`config.mk`:
```
export PLATFORM = sky130hd
export DESIGN_NAME = system_watchdog_timer
export DESIGN_NICKNAME = d
export VERILOG_FILES = /design/src/wdt_pkg.sv /design/src/tick_divider.sv /design/src/system_watchdog_timer.sv
export VERILOG_INCLUDE_DIRS = /design/src
export SDC_FILE = /design/constraint.sdc
export NUM_CORES = 1
export LEC_CHECK = 0
export BUFFER_PORTS_ARGS = -buffer_cell sky130_fd_sc_hd__clkbuf_2
export CAP_MARGIN = 20
export CELL_PAD_IN_SITES_DETAIL_PLACEMENT = 0
export CELL_PAD_IN_SITES_GLOBAL_PLACEMENT = 2
export CORE_MARGIN = 1.5
export CORE_UTILIZATION = 25
export DETAILED_ROUTE_END_ITERATION = 8
export PLACE_DENSITY_LB_ADDON = 0.1
export SETUP_SLACK_MARGIN = 0.15
export SLEW_MARGIN = 20
export SYNTH_ARGS = -nofsm -noshare
export SYNTH_HDL_FRONTEND = slang
export SYNTH_SLANG_ARGS = --single-unit
export TNS_END_PERCENT = 50
```
`constraint.sdc`:
```
create_clock -name CLOCK_IN -period 7.3 [get_ports CLOCK_IN]
set_input_delay 0.73 -clock CLOCK_IN [delete_from_list [all_inputs] [get_ports CLOCK_IN]]
set_output_delay 0.73 -clock CLOCK_IN [all_outputs]
set_load 0.01 [all_outputs]
```
`src/wdt_map.svh`:
```
`ifndef WDT_MAP_SVH
`define WDT_MAP_SVH

// ----------------------------------------
// register map
// ----------------------------------------
`define WDT_ADDR_W 12
`define WDT_IDX_W 10
`define WDT_IDX_CONTROL 10'h0AA
`define WDT_IDX_BOOT_CFG 10'h0AB
`define WDT_IDX_STATUS 10'h0AC
`define WDT_IDX_MASK 10'h0AD

// ----------------------------------------
// control and configuration fields
// ----------------------------------------
`define WDT_CTL_ENABLE 7
`define WDT_CTL_CLEAR 6
`define WDT_CTL_LOWPOW 4
`define WDT_CTL_FLAG 3
`define WDT_CTL_PS_HI 2
`define WDT_CTL_PS_LO 0
`define WDT_CFG_DISABLE 7
`define WDT_BOOT_CFG_POR 8'hFF
`define WDT_ST_TIMEOUT 0
`define WDT_ST_REJECT 1
`define WDT_ST_W 2

// ----------------------------------------
// timing
// ----------------------------------------
`define WDT_CLK_FREQ_HZ 10000000
`define WDT_RC_FREQ_HZ 10000
`define WDT_RC_CYCLES (`WDT_CLK_FREQ_HZ / `WDT_RC_FREQ_HZ)
`define WDT_RC_DIV_W 10
`define WDT_PRE_W 8
`define WDT_DIV_SHIFTS 32'h87654310
`define WDT_TIMEOUT_PERIODS 64
`define WDT_CNT_W 6

`endif

```
`src/wdt_pkg.sv`:
```
package wdt_pkg;
    // answer codes of the register bus
    typedef enum logic [1:0] {
        RESP_OKAY = 2'h0,
        RESP_SLVERR = 2'h2
    } axi_resp_t;
    // one byte-wide register
    typedef logic [7:0] reg8_t;
endpackage

```
`src/tick_divider.sv`:
```
`timescale 1ns/100ps

// counts steps up to a limit, then wraps and gives one tick
module tick_divider #(
    parameter int W = 8
) (
    input wire logic clk_in, // clock
    input wire logic rstn_in, // synchronous reset, active low
    input wire logic clear_in, // zero the count
    input wire logic step_in, // advance by one
    input wire logic [W-1:0] limit_in, // last count before wrap
    output logic tick_out, // step that wraps
    output logic [W-1:0] count_out // present count
);
    logic [W-1:0] count;

    // wrap pulse, combinational
    assign tick_out = step_in && (count == limit_in) && !clear_in;
    assign count_out = count;

    // count with clear taking priority
    always_ff @(posedge clk_in) begin
        if (!rstn_in || clear_in) begin
            count <= '0;
        end else if (step_in) begin
            if (count == limit_in) begin
                count <= '0;
            end else begin
                count <= count + W'(1);
            end
        end
    end
endmodule

```
`src/system_watchdog_timer.sv`:
```
// Decided for this implementation: the AXI4-Lite slave port.
`timescale 1ns/100ps
`include "wdt_map.svh"

// Function
// - writing one to counter_clear zeroes the count; bit reads zero, self-clears
// - watchdog_run_enable bit 7 stops counter when zero, runs when one
// - prescale select bits 2:0 choose the time-out interval
// - codes 0..7 divide by 1,2,8,16,32,64,128,256
// - time-out after 64 prescaled periods of the 10kHz RC clock
// - expiry while enabled gives an immediate direct system reset
// - watchdog_reset_flag bit 3 set when the watchdog causes a reset
// - flag cleared by power-on only; software may write it to zero
// - run_in_low_power bit 4 decides counting during idle and power-down
// - counter cleared on entry into and wake from low power (idle or power-down), not on a direct move between idle and power-down
// - after every reset enable takes inverse of configuration bit 7
// - low-power bit and prescale select cleared by power-on only
// - control register written only through timed access protection
module system_watchdog_timer (
    input wire logic CLOCK_IN, // 10 MHz clock
    input wire logic RSTN_IN, // power-on reset, synchronous, active low
    input wire logic SYS_RESET_IN, // any other system reset, active high
    input wire logic IDLE_IN, // cpu in idle mode
    input wire logic POWER_DOWN_IN, // cpu in power-down mode
    input wire logic TIMED_UNLOCK_IN, // timed access window open
    input wire logic [`WDT_ADDR_W-1:0] AWADDR_IN, // write address
    input wire logic AWVALID_IN, // write address valid
    output logic AWREADY_OUT, // write address ready
    input wire logic [31:0] WDATA_IN, // write data
    input wire logic [3:0] WSTRB_IN, // write byte strobes
    input wire logic WVALID_IN, // write data valid
    output logic WREADY_OUT, // write data ready
    output logic [1:0] BRESP_OUT, // write response
    output logic BVALID_OUT, // write response valid
    input wire logic BREADY_IN, // write response ready
    input wire logic [`WDT_ADDR_W-1:0] ARADDR_IN, // read address
    input wire logic ARVALID_IN, // read address valid
    output logic ARREADY_OUT, // read address ready
    output logic [31:0] RDATA_OUT, // read data
    output logic [1:0] RRESP_OUT, // read response
    output logic RVALID_OUT, // read data valid
    input wire logic RREADY_IN, // read data ready
    output logic WDT_RESET_OUT, // one-cycle system reset request
    output logic IRQ_OUT // interrupt, high while unmasked status set
);

    // ----------------------------------------
    // state
    // ----------------------------------------
    logic enable;
    logic run_lp;
    logic reset_flag;
    logic [2:0] prescale;
    wdt_pkg::reg8_t boot_cfg;
    logic [`WDT_ST_W-1:0] status;
    logic [`WDT_ST_W-1:0] mask;
    logic wdt_reset;
    logic low_power_d;

    logic aw_held;
    logic [`WDT_IDX_W-1:0] aw_idx;
    logic w_held;
    wdt_pkg::reg8_t w_data;
    logic w_lane0;
    logic bvalid;
    logic [1:0] bresp;
    logic rvalid;
    logic [31:0] rdata;
    logic [1:0] rresp;

    // ----------------------------------------
    // derived signals
    // ----------------------------------------
    logic warm_reset;
    logic low_power;
    logic lp_change;
    logic halted;
    logic wr_fire;
    logic wr_hit;
    logic wr_ctrl;
    logic ctrl_accept;
    logic ctrl_reject;
    logic sw_clear;
    logic cnt_clear;
    logic rc_tick;
    logic pre_tick;
    logic timeout;
    logic [`WDT_PRE_W-1:0] pre_limit;
    logic [3:0] pre_shift;
    logic [`WDT_IDX_W-1:0] ar_idx;
    wdt_pkg::reg8_t rd_byte;
    logic rd_hit;

    localparam logic [31:0] DIV_SHIFTS = `WDT_DIV_SHIFTS;
    localparam logic [`WDT_RC_DIV_W-1:0] RC_LIMIT = `WDT_RC_DIV_W'(`WDT_RC_CYCLES - 1);
    localparam logic [`WDT_CNT_W-1:0] CNT_LIMIT = `WDT_CNT_W'(`WDT_TIMEOUT_PERIODS - 1);
    localparam wdt_pkg::reg8_t BOOT_CFG_POR = `WDT_BOOT_CFG_POR;
    // ----------------------------------------
    // reset and low-power conditions
    // ----------------------------------------

    // resets other than power-on, including the one this block raises
    assign warm_reset = SYS_RESET_IN || wdt_reset;
    assign low_power = IDLE_IN || POWER_DOWN_IN;
    assign lp_change = low_power != low_power_d;
    assign halted = low_power && !run_lp;

    // previous low-power level, for entry and wake edges
    always_ff @(posedge CLOCK_IN) begin
        if (!RSTN_IN) begin
            low_power_d <= 1'b0;
        end else begin
            low_power_d <= low_power;
        end
    end

    // ----------------------------------------
    // write channel
    // ----------------------------------------

    // address and data are taken independently, in either order
    assign AWREADY_OUT = !aw_held;
    assign WREADY_OUT = !w_held;
    assign wr_fire = aw_held && w_held && !bvalid;
    assign wr_hit = (aw_idx == `WDT_IDX_CONTROL) || (aw_idx == `WDT_IDX_BOOT_CFG) ||
                    (aw_idx == `WDT_IDX_STATUS) || (aw_idx == `WDT_IDX_MASK);
    assign wr_ctrl = wr_fire && w_lane0 && (aw_idx == `WDT_IDX_CONTROL);
    assign ctrl_accept = wr_ctrl && TIMED_UNLOCK_IN;
    assign ctrl_reject = wr_ctrl && !TIMED_UNLOCK_IN;
    assign sw_clear = ctrl_accept && w_data[`WDT_CTL_CLEAR];

    // write address holding register
    always_ff @(posedge CLOCK_IN) begin
        if (!RSTN_IN) begin
            aw_held <= 1'b0;
            aw_idx <= '0;
        end else if (AWVALID_IN && !aw_held) begin
            aw_held <= 1'b1;
            aw_idx <= AWADDR_IN[`WDT_ADDR_W-1:2];
        end else if (wr_fire) begin
            aw_held <= 1'b0;
        end
    end

    // write data holding register, only byte lane 0 carries a register
    always_ff @(posedge CLOCK_IN) begin
        if (!RSTN_IN) begin
            w_held <= 1'b0;
            w_data <= '0;
            w_lane0 <= 1'b0;
        end else if (WVALID_IN && !w_held) begin
            w_held <= 1'b1;
            w_data <= WDATA_IN[7:0];
            w_lane0 <= WSTRB_IN[0];
        end else if (wr_fire) begin
            w_held <= 1'b0;
        end
    end

    // write response, error for an unmapped word
    always_ff @(posedge CLOCK_IN) begin
        if (!RSTN_IN) begin
            bvalid <= 1'b0;
            bresp <= wdt_pkg::RESP_OKAY;
        end else if (wr_fire) begin
            bvalid <= 1'b1;
            bresp <= wr_hit ? wdt_pkg::RESP_OKAY : wdt_pkg::RESP_SLVERR;
        end else if (BREADY_IN) begin
            bvalid <= 1'b0;
        end
    end

    assign BVALID_OUT = bvalid;
    assign BRESP_OUT = bresp;

    // ----------------------------------------
    // control register fields
    // ----------------------------------------

    // enable reloads from the configuration byte on every reset
    always_ff @(posedge CLOCK_IN) begin
        if (!RSTN_IN) begin
            enable <= ~BOOT_CFG_POR[`WDT_CFG_DISABLE];
        end else if (warm_reset) begin
            enable <= ~boot_cfg[`WDT_CFG_DISABLE];
        end else if (ctrl_accept) begin
            enable <= w_data[`WDT_CTL_ENABLE];
        end
    end

    // low-power run and prescale select survive all but power-on
    always_ff @(posedge CLOCK_IN) begin
        if (!RSTN_IN) begin
            run_lp <= 1'b0;
            prescale <= 3'h0;
        end else if (ctrl_accept) begin
            run_lp <= w_data[`WDT_CTL_LOWPOW];
            prescale <= w_data[`WDT_CTL_PS_HI:`WDT_CTL_PS_LO];
        end
    end

    // reset flag: set by a watchdog reset, cleared by power-on or a written zero
    always_ff @(posedge CLOCK_IN) begin
        if (!RSTN_IN) begin
            reset_flag <= 1'b0;
        end else if (wdt_reset) begin
            reset_flag <= 1'b1;
        end else if (ctrl_accept && !w_data[`WDT_CTL_FLAG]) begin
            reset_flag <= 1'b0;
        end
    end

    // configuration byte, loaded as unprogrammed at power-on
    always_ff @(posedge CLOCK_IN) begin
        if (!RSTN_IN) begin
            boot_cfg <= `WDT_BOOT_CFG_POR;
        end else if (wr_fire && w_lane0 && aw_idx == `WDT_IDX_BOOT_CFG) begin
            boot_cfg <= w_data;
        end
    end

    // ----------------------------------------
    // counting chain
    // ----------------------------------------

    // division ratio from the prescale code, as a wrap limit
    assign pre_shift = DIV_SHIFTS[{prescale, 2'h0} +: 4];
    assign pre_limit = `WDT_PRE_W'((9'h001 << pre_shift) - 9'h001);

    // any clear of the watchdog count also restarts the prescaler
    assign cnt_clear = warm_reset || sw_clear || lp_change;

    // stand-in for the low-frequency RC clock, free running
    tick_divider #(
        .W(`WDT_RC_DIV_W)
    ) rc_div (
        .clk_in(CLOCK_IN),
        .rstn_in(RSTN_IN),
        .clear_in(1'b0),
        .step_in(1'b1),
        .limit_in(RC_LIMIT),
        .tick_out(rc_tick),
        .count_out()
    );

    // prescaler, stepped only while enabled and not halted
    tick_divider #(
        .W(`WDT_PRE_W)
    ) pre_div (
        .clk_in(CLOCK_IN),
        .rstn_in(RSTN_IN),
        .clear_in(cnt_clear),
        .step_in(rc_tick && enable && !halted),
        .limit_in(pre_limit),
        .tick_out(pre_tick),
        .count_out()
    );

    // watchdog count, wraps after the full number of prescaled periods
    tick_divider #(
        .W(`WDT_CNT_W)
    ) wdt_cnt (
        .clk_in(CLOCK_IN),
        .rstn_in(RSTN_IN),
        .clear_in(cnt_clear),
        .step_in(pre_tick),
        .limit_in(CNT_LIMIT),
        .tick_out(timeout),
        .count_out()
    );

    // ----------------------------------------
    // system reset output
    // ----------------------------------------

    // direct reset request, one cycle, no interrupt stage first
    always_ff @(posedge CLOCK_IN) begin
        if (!RSTN_IN) begin
            wdt_reset <= 1'b0;
        end else begin
            wdt_reset <= timeout;
        end
    end

    assign WDT_RESET_OUT = wdt_reset;

    // ----------------------------------------
    // interrupt status and mask
    // ----------------------------------------

    // sticky events, write one to clear, a new event wins over the clear
    always_ff @(posedge CLOCK_IN) begin
        if (!RSTN_IN) begin
            status <= '0;
        end else begin
            if (wr_fire && w_lane0 && aw_idx == `WDT_IDX_STATUS) begin
                status <= status & ~w_data[`WDT_ST_W-1:0];
            end
            if (timeout) begin
                status[`WDT_ST_TIMEOUT] <= 1'b1;
            end
            if (ctrl_reject) begin
                status[`WDT_ST_REJECT] <= 1'b1;
            end
        end
    end

    // interrupt mask, same layout as status
    always_ff @(posedge CLOCK_IN) begin
        if (!RSTN_IN) begin
            mask <= '0;
        end else if (wr_fire && w_lane0 && aw_idx == `WDT_IDX_MASK) begin
            mask <= w_data[`WDT_ST_W-1:0];
        end
    end

    assign IRQ_OUT = |(status & mask);

    // ----------------------------------------
    // read channel
    // ----------------------------------------

    assign ar_idx = ARADDR_IN[`WDT_ADDR_W-1:2];
    assign ARREADY_OUT = !rvalid;

    // read data selection; clear bit and reserved bit read zero
    always_comb begin
        rd_byte = '0;
        rd_hit = 1'b1;
        unique case (ar_idx)
            `WDT_IDX_CONTROL: begin
                rd_byte[`WDT_CTL_ENABLE] = enable;
                rd_byte[`WDT_CTL_LOWPOW] = run_lp;
                rd_byte[`WDT_CTL_FLAG] = reset_flag;
                rd_byte[`WDT_CTL_PS_HI:`WDT_CTL_PS_LO] = prescale;
            end
            `WDT_IDX_BOOT_CFG: begin
                rd_byte = boot_cfg;
            end
            `WDT_IDX_STATUS: begin
                rd_byte[`WDT_ST_W-1:0] = status;
            end
            `WDT_IDX_MASK: begin
                rd_byte[`WDT_ST_W-1:0] = mask;
            end
            default: begin
                rd_hit = 1'b0;
            end
        endcase
    end

    // read answer, held until taken
    always_ff @(posedge CLOCK_IN) begin
        if (!RSTN_IN) begin
            rvalid <= 1'b0;
            rdata <= 32'h0000_0000;
            rresp <= wdt_pkg::RESP_OKAY;
        end else if (ARVALID_IN && !rvalid) begin
            rvalid <= 1'b1;
            rdata <= {24'h00_0000, rd_byte};
            rresp <= rd_hit ? wdt_pkg::RESP_OKAY : wdt_pkg::RESP_SLVERR;
        end else if (RREADY_IN) begin
            rvalid <= 1'b0;
        end
    end

    assign RVALID_OUT = rvalid;
    assign RDATA_OUT = rdata;
    assign RRESP_OUT = rresp;

endmodule

```
; Word level (Yosys, flattened, before mapping)
; Index checks and enable logic that the tools add are counted.
[op_classes]
eq_ne = 12
reduce_logical = 50
shift = 2
addsub = 4
mux = 23
bitwise_logic = 5
[ops]
columns = operator, count
row1 = "== test 10 x 8 -> 1 bit, second input constant", 8
row2 = "variable part select 32 x 6 -> 4 bit, first input constant", 1
row3 = logical AND 1 bit, 21
row4 = nonzero test 2 bit, 8
row5 = two-way mux 1 bit, 14
row6 = "adder 10 x 1 -> 10 bit, second input constant", 1
row7 = "== test 10 bit, second input constant", 1
row8 = zero test 1 bit, 10
row9 = "adder 8 x 1 -> 8 bit, second input constant", 1
row10 = == test 8 bit, 1
row11 = logical OR 1 bit, 8
row12 = two-way mux 2 bit, 4
row13 = two-way mux 8 bit, 1
row14 = case mux 2 bit (4 select lines), 1
row15 = "left shift 1 x 4 -> 8 bit, first input constant", 1
row16 = "subtractor 8 x 1 -> 8 bit, second input constant", 1
row17 = "adder 6 x 1 -> 6 bit, second input constant", 1
row18 = "== test 6 bit, second input constant", 1
row19 = two-way mux 6 bit, 1
row20 = case mux 3 bit (2 select lines), 1
row21 = bitwise AND 2 bit, 2
row22 = OR reduction 2 bit, 2
row23 = OR reduction 4 bit, 1
row24 = inverter 1 bit, 2
row25 = 3 further kinds, 3
[totals]
wordCells = 119
ff_bits = 79
out_inout_bits = 43

; Depth between registers and ports, before layout
[depth]
ltp_word = 13
ltp_mapped = 12
mapped_depth_nobuf = 11

; By module
; A second synthesis with hierarchy kept.
[unflattened]
cells_unflattened = 453
area_unflattened_um2 = 4070.2
[modules_own_cells]
columns = mod, cells_per_inst, area_per_inst_um2, n_inst
row1 = system_watchdog_timer, 302, 2660.1, 1
row2 = tick_divider (rc_div), 65, 586.8, 1
row3 = tick_divider (pre_div), 49, 450.4, 1
row4 = tick_divider (wdt_cnt), 37, 372.9, 1

; Worst setup path after synthesis
; Ideal clock, no wire load.
[synth_timing]
path_type = reg-to-reg
from = register prescale[1]
to = register wdt_cnt.count[2] (netlist: wdt_cnt.count_out[2])
path_slack_ns = 4.266
period_less_slack_ns = 3.034
stages_incl_launch_ff = 13
arrival_time_ns = 2.913
required_ns = 7.179
path_cell_list = dfxtp_1 > inv_1 > ha_1 > buf_6 > nor4_2 > inv_1 > ha_1 > or3b_1 > a21oi_1 > nor4_1 > nor2_1 > nor4b_1 > mux2_2
[synth_via]
elab_chain_cells = 6
[synth_rtl]
columns = element, line
row1 = start: declaration, system_watchdog_timer.sv:53  ; logic [2:0] prescale;
row2 = start signal: assignment, system_watchdog_timer.sv:198  ; prescale <= w_data[`WDT_CTL_PS_HI:`WDT_CTL_PS_LO];
row3 = variable part select 32 x 6 -> 4 bit, system_watchdog_timer.sv:227  ; assign pre_shift = DIV_SHIFTS[{prescale, 2'h0} +: 4];
row4 = left shift 1 x 4 -> 8 bit, system_watchdog_timer.sv:228  ; assign pre_limit = `WDT_PRE_W'((9'h001 << pre_shift) - 9'h001);
row5 = subtractor 8 x 1 -> 8 bit, system_watchdog_timer.sv:228
row6 = == test 8 bit, tick_divider.sv:18  ; assign tick_out = step_in && (count == limit_in) && !clear_in;
row7 = logical AND 1 bit (2 in series), tick_divider.sv:18
row8 = end signal: assignment, tick_divider.sv:29  ; count <= count + W'(1);
row9 = end: declaration, tick_divider.sv:15  ; logic [W-1:0] count;
; No other way between the ends.
; A chain may end at the register's enable or synchronous reset.

; Final worst setup path
[layout_timing]
from = register prescale[1]
to = register pre_div.count[6] (netlist: pre_div.count_out[6])
[layout_via]
elab_chain_cells = 5
[layout_rtl]
columns = element, line
row1 = variable part select 32 x 6 -> 4 bit, system_watchdog_timer.sv:227
row2 = left shift 1 x 4 -> 8 bit, system_watchdog_timer.sv:228
row3 = subtractor 8 x 1 -> 8 bit, system_watchdog_timer.sv:228
row4 = == test 8 bit, tick_divider.sv:26  ; if (count == limit_in) begin
row5 = two-way mux 8 bit, tick_divider.sv:26
row6 = end signal: assignment, tick_divider.sv:29
row7 = end: declaration, tick_divider.sv:15
; No other way between the ends.

==> run summary <==
Run status - finished clean
Hold buffers post-CTS - 0
Largest net degree at the start of global routing - 56
Met1 Use GR - 15.8%
Max cap viols - 0
Syn Inst Count - 475
H-tree depth - 3
I/O pins - 114
Antenna cell count - 0
Syn. warnings - 0
Area share of and/or/nand/nor cells after synthesis - 28.3%
First-pass GRT wire length - 16700 um
Final Max Tran Viols - 0
DRT Wirelength - 10200 um
Final Skew - 0.00914 ns
Post-synth EDFFs - 0
Global Route Usage Sum - 12.1%
Leakage power - 1.93 nW
Ys async rst share - 0%
Hold_ws - 0.464 ns
Cells on Worst Hold Path - 1
Startpoint Class - flip-flop
PostCTS Resize Cnt - 0
Final setup violation count - 0
Yosys top cell by area - dfxtp_1
Row count - 46
Fill count - 1718
Drc violations - 0
DR WL/cell - 13.7 um
Origin of the worst min-delay path - rc_div.count_out[0]
GRT met2 Usage - 19.1%
Longest Clk Path Bufs - 2
Starting Density - 25.9%
Synth top area share - 37.1%
Largest family of logic cells by synthesized area - simple AND/OR/NAND/NOR gates
Share of cells above drive strength 1 - 17.8%
Top FF cell, synth - dfxtp_1
Clock Pin Slew Worst Setup and Hold Paths - 0.06 ns
Most common cell after layout, fill and taps aside - dfxtp_1
DRT antenna net count - 0
DR pass1 iterations - 4
Fin crit period - 3.73 ns
Crit path max fanout - 13
Worst-Margin Slew - 0.916 ns
Total gr overflow - 0
Post-synthesis xor/xnor area fraction - 4.55%
Post-CTS setup buffer count - 0
FMAX - 0.268 GHz
FF-to-FF Start - prescale[1]
Vias/cell - 4.48
CP arrival - 3.91 ns
Initial drt markers - 191
Count of cell types in the netlist - 74
Most Used Layer, Global Route - met2
Flop2flop setup slack - 3.57 ns
Reg2reg end - pre_div.count_out[6]
Most frequent cells in the layout - dfxtp_1, nand2_1, clkbuf_2
Met3 Resource Use GR - 3.88%
Via count - 3334
Syn Area/Cell - 8.75 um2
Pwr/cell area - 198 nW/um2
Die width - 132 um
Layout net count - 602
Core Util, Final - 29.9%
Root Buffer - clkbuf_16
Hold Vio Cnt, Final - 0
Endpoint, Worst Hold - rc_div.count_out[0]
FF+latch count, synth - 77
Crit path required time - 7.48 ns
TritonCTS buffer count - 9
CTS tree - yes
Clk Latency, worst-skew pair - 0.34 ns
Worst Reg-to-Reg Cells - 11
Synth Area in Compound Gates - 13.6%
Initial antenna violation count - 0
Die ar. - 17400 um2
Proportion of synthesized area in mux cells - 5.81%
Core Region - 16100 um2
Global placement routability congestion - 0.736
Vias in the first global route - 3144
Area contributors post-synth - dfxtp_1, nand2_1, mux2i_1
Final clock period utilization by the worst path - 51.0%
Die height - 132 um
Register area share after synthesis - 37.1%
CP Launch Point - prescale[1]
Crit end category - flip-flop
Crit path kind - reg2reg
Port Buffer Count - 56
Maximum vdd drop - 113 uV
HP Class - reg2reg
Total Neg Setup Slack - 0 ns
RSZ-0062 raised after global routing - no
HPWL after DPL - 7450 um
CTS sink cnt - 77
Adder-Cell Fraction of Synth Area - 2.41%
Slew margin rel. - 38.7%
Layout area overhead - 15.7%
Synth Cell Area - 4160 um2
per-stage QoR:
stage	setup WS (ns)	instances	instance area (um2)	total power, mW
global placement	3.59	728	4510	0.514
detailed placement	3.50	728	4510	0.515
CTS	3.47	744	4810	0.977
finish	3.57	744	4810	0.954
global route	3.20	744	4810	0.999
floorplan	4.27	500	4250	0.499
cells by family after synthesis:
kind of cell	Yosys count
muxes	24
adders and majority gates	8
AOI/OAI and AO/OA	81
buffers and inverters	57
DFF	77
other	1
xor gates and xnor gates	20
and+or+nand+nor	207
layer usage:
layer	share of wire [%]	vias to the layer above	wire [um]
li1	-	1717	-
met1	49	1549	5030
met2	46	58	4680
met3	3.7	10	378
met4	1.2	0	120
met5	0	-	0
worst max-delay path, stage by stage, from the launching register on:
cell	delay, ns
dfxtp_1	0.40
inv_1	0.09
ha_1	0.46
nor4_2	0.42
inv_1	0.09
ha_1	0.28
or3b_1	0.19
a21oi_1	0.07
nor4_1	0.47
nor2_1	0.20
nor4b_2	0.80
nor3_1	0.11
worst max path at each step:
stage | end | depth (start not counted)
2_1_floorplan | wdt_cnt.count_out[2] | 12
3_3_place_gp | pre_div.count_out[7] | 11
3_5_place_dp | pre_div.count_out[6] | 11
4_1_cts | pre_div.count_out[6] | 11
5_1_grt | pre_div.count_out[5] | 11
6_report | pre_div.count_out[6] | 11
power breakdown:
group / switching (mW) / internal [mW] / total [mW] / leakage [nW]
combinational: 0.0380 / 0.0249 / 0.0629 / 1.17
sequential: 0.0101 / 0.431 / 0.441 / 0.626
clock: 0.183 / 0.266 / 0.450 / 0.140
total: 0.231 / 0.722 / 0.954 / 1.93
sequential cells by signal, summed over array words and instances, names as in the netlist, 3 cells and up:
| name | flops |
|---|---|
| RDATA_OUT | 8 |
| aw_idx | 10 |
| boot_cfg | 8 |
| pre_div.count_out | 8 |
| prescale | 3 |
| rc_div.count_out | 10 |
| w_data | 8 |
| wdt_cnt.count_out | 6 |
layout make-up:
class / instances / area [um2] / area share, %
multi-input cells: 366 / 2370 / 49.3
well taps: 216 / 270 / 5.62
clock buffers: 11 / 233 / 4.84
repair buffers: 57 / 288 / 5.99
flip-flops and latches: 77 / 1540 / 32.1
inverters: 12 / 45.0 / 0.937
clock inverters: 5 / 60.1 / 1.25
cells in the mapped netlist, types with 6 or more instances:
library cell	instances
nand2b_1	6
xor2_1	10
nor2b_1	14
mux2i_1	23
ha_1	8
a21boi_0	20
nor2_1	24
a21oi_1	16
o21ai_0	11
nand3_1	13
dfxtp_1	77
nand2_1	74
clkbuf_1	12
and3_1	6
inv_1	11
and2_1	7
xnor2_1	9
nor3_1	13
buf_4	28
(Power assumes the default switching activity.)
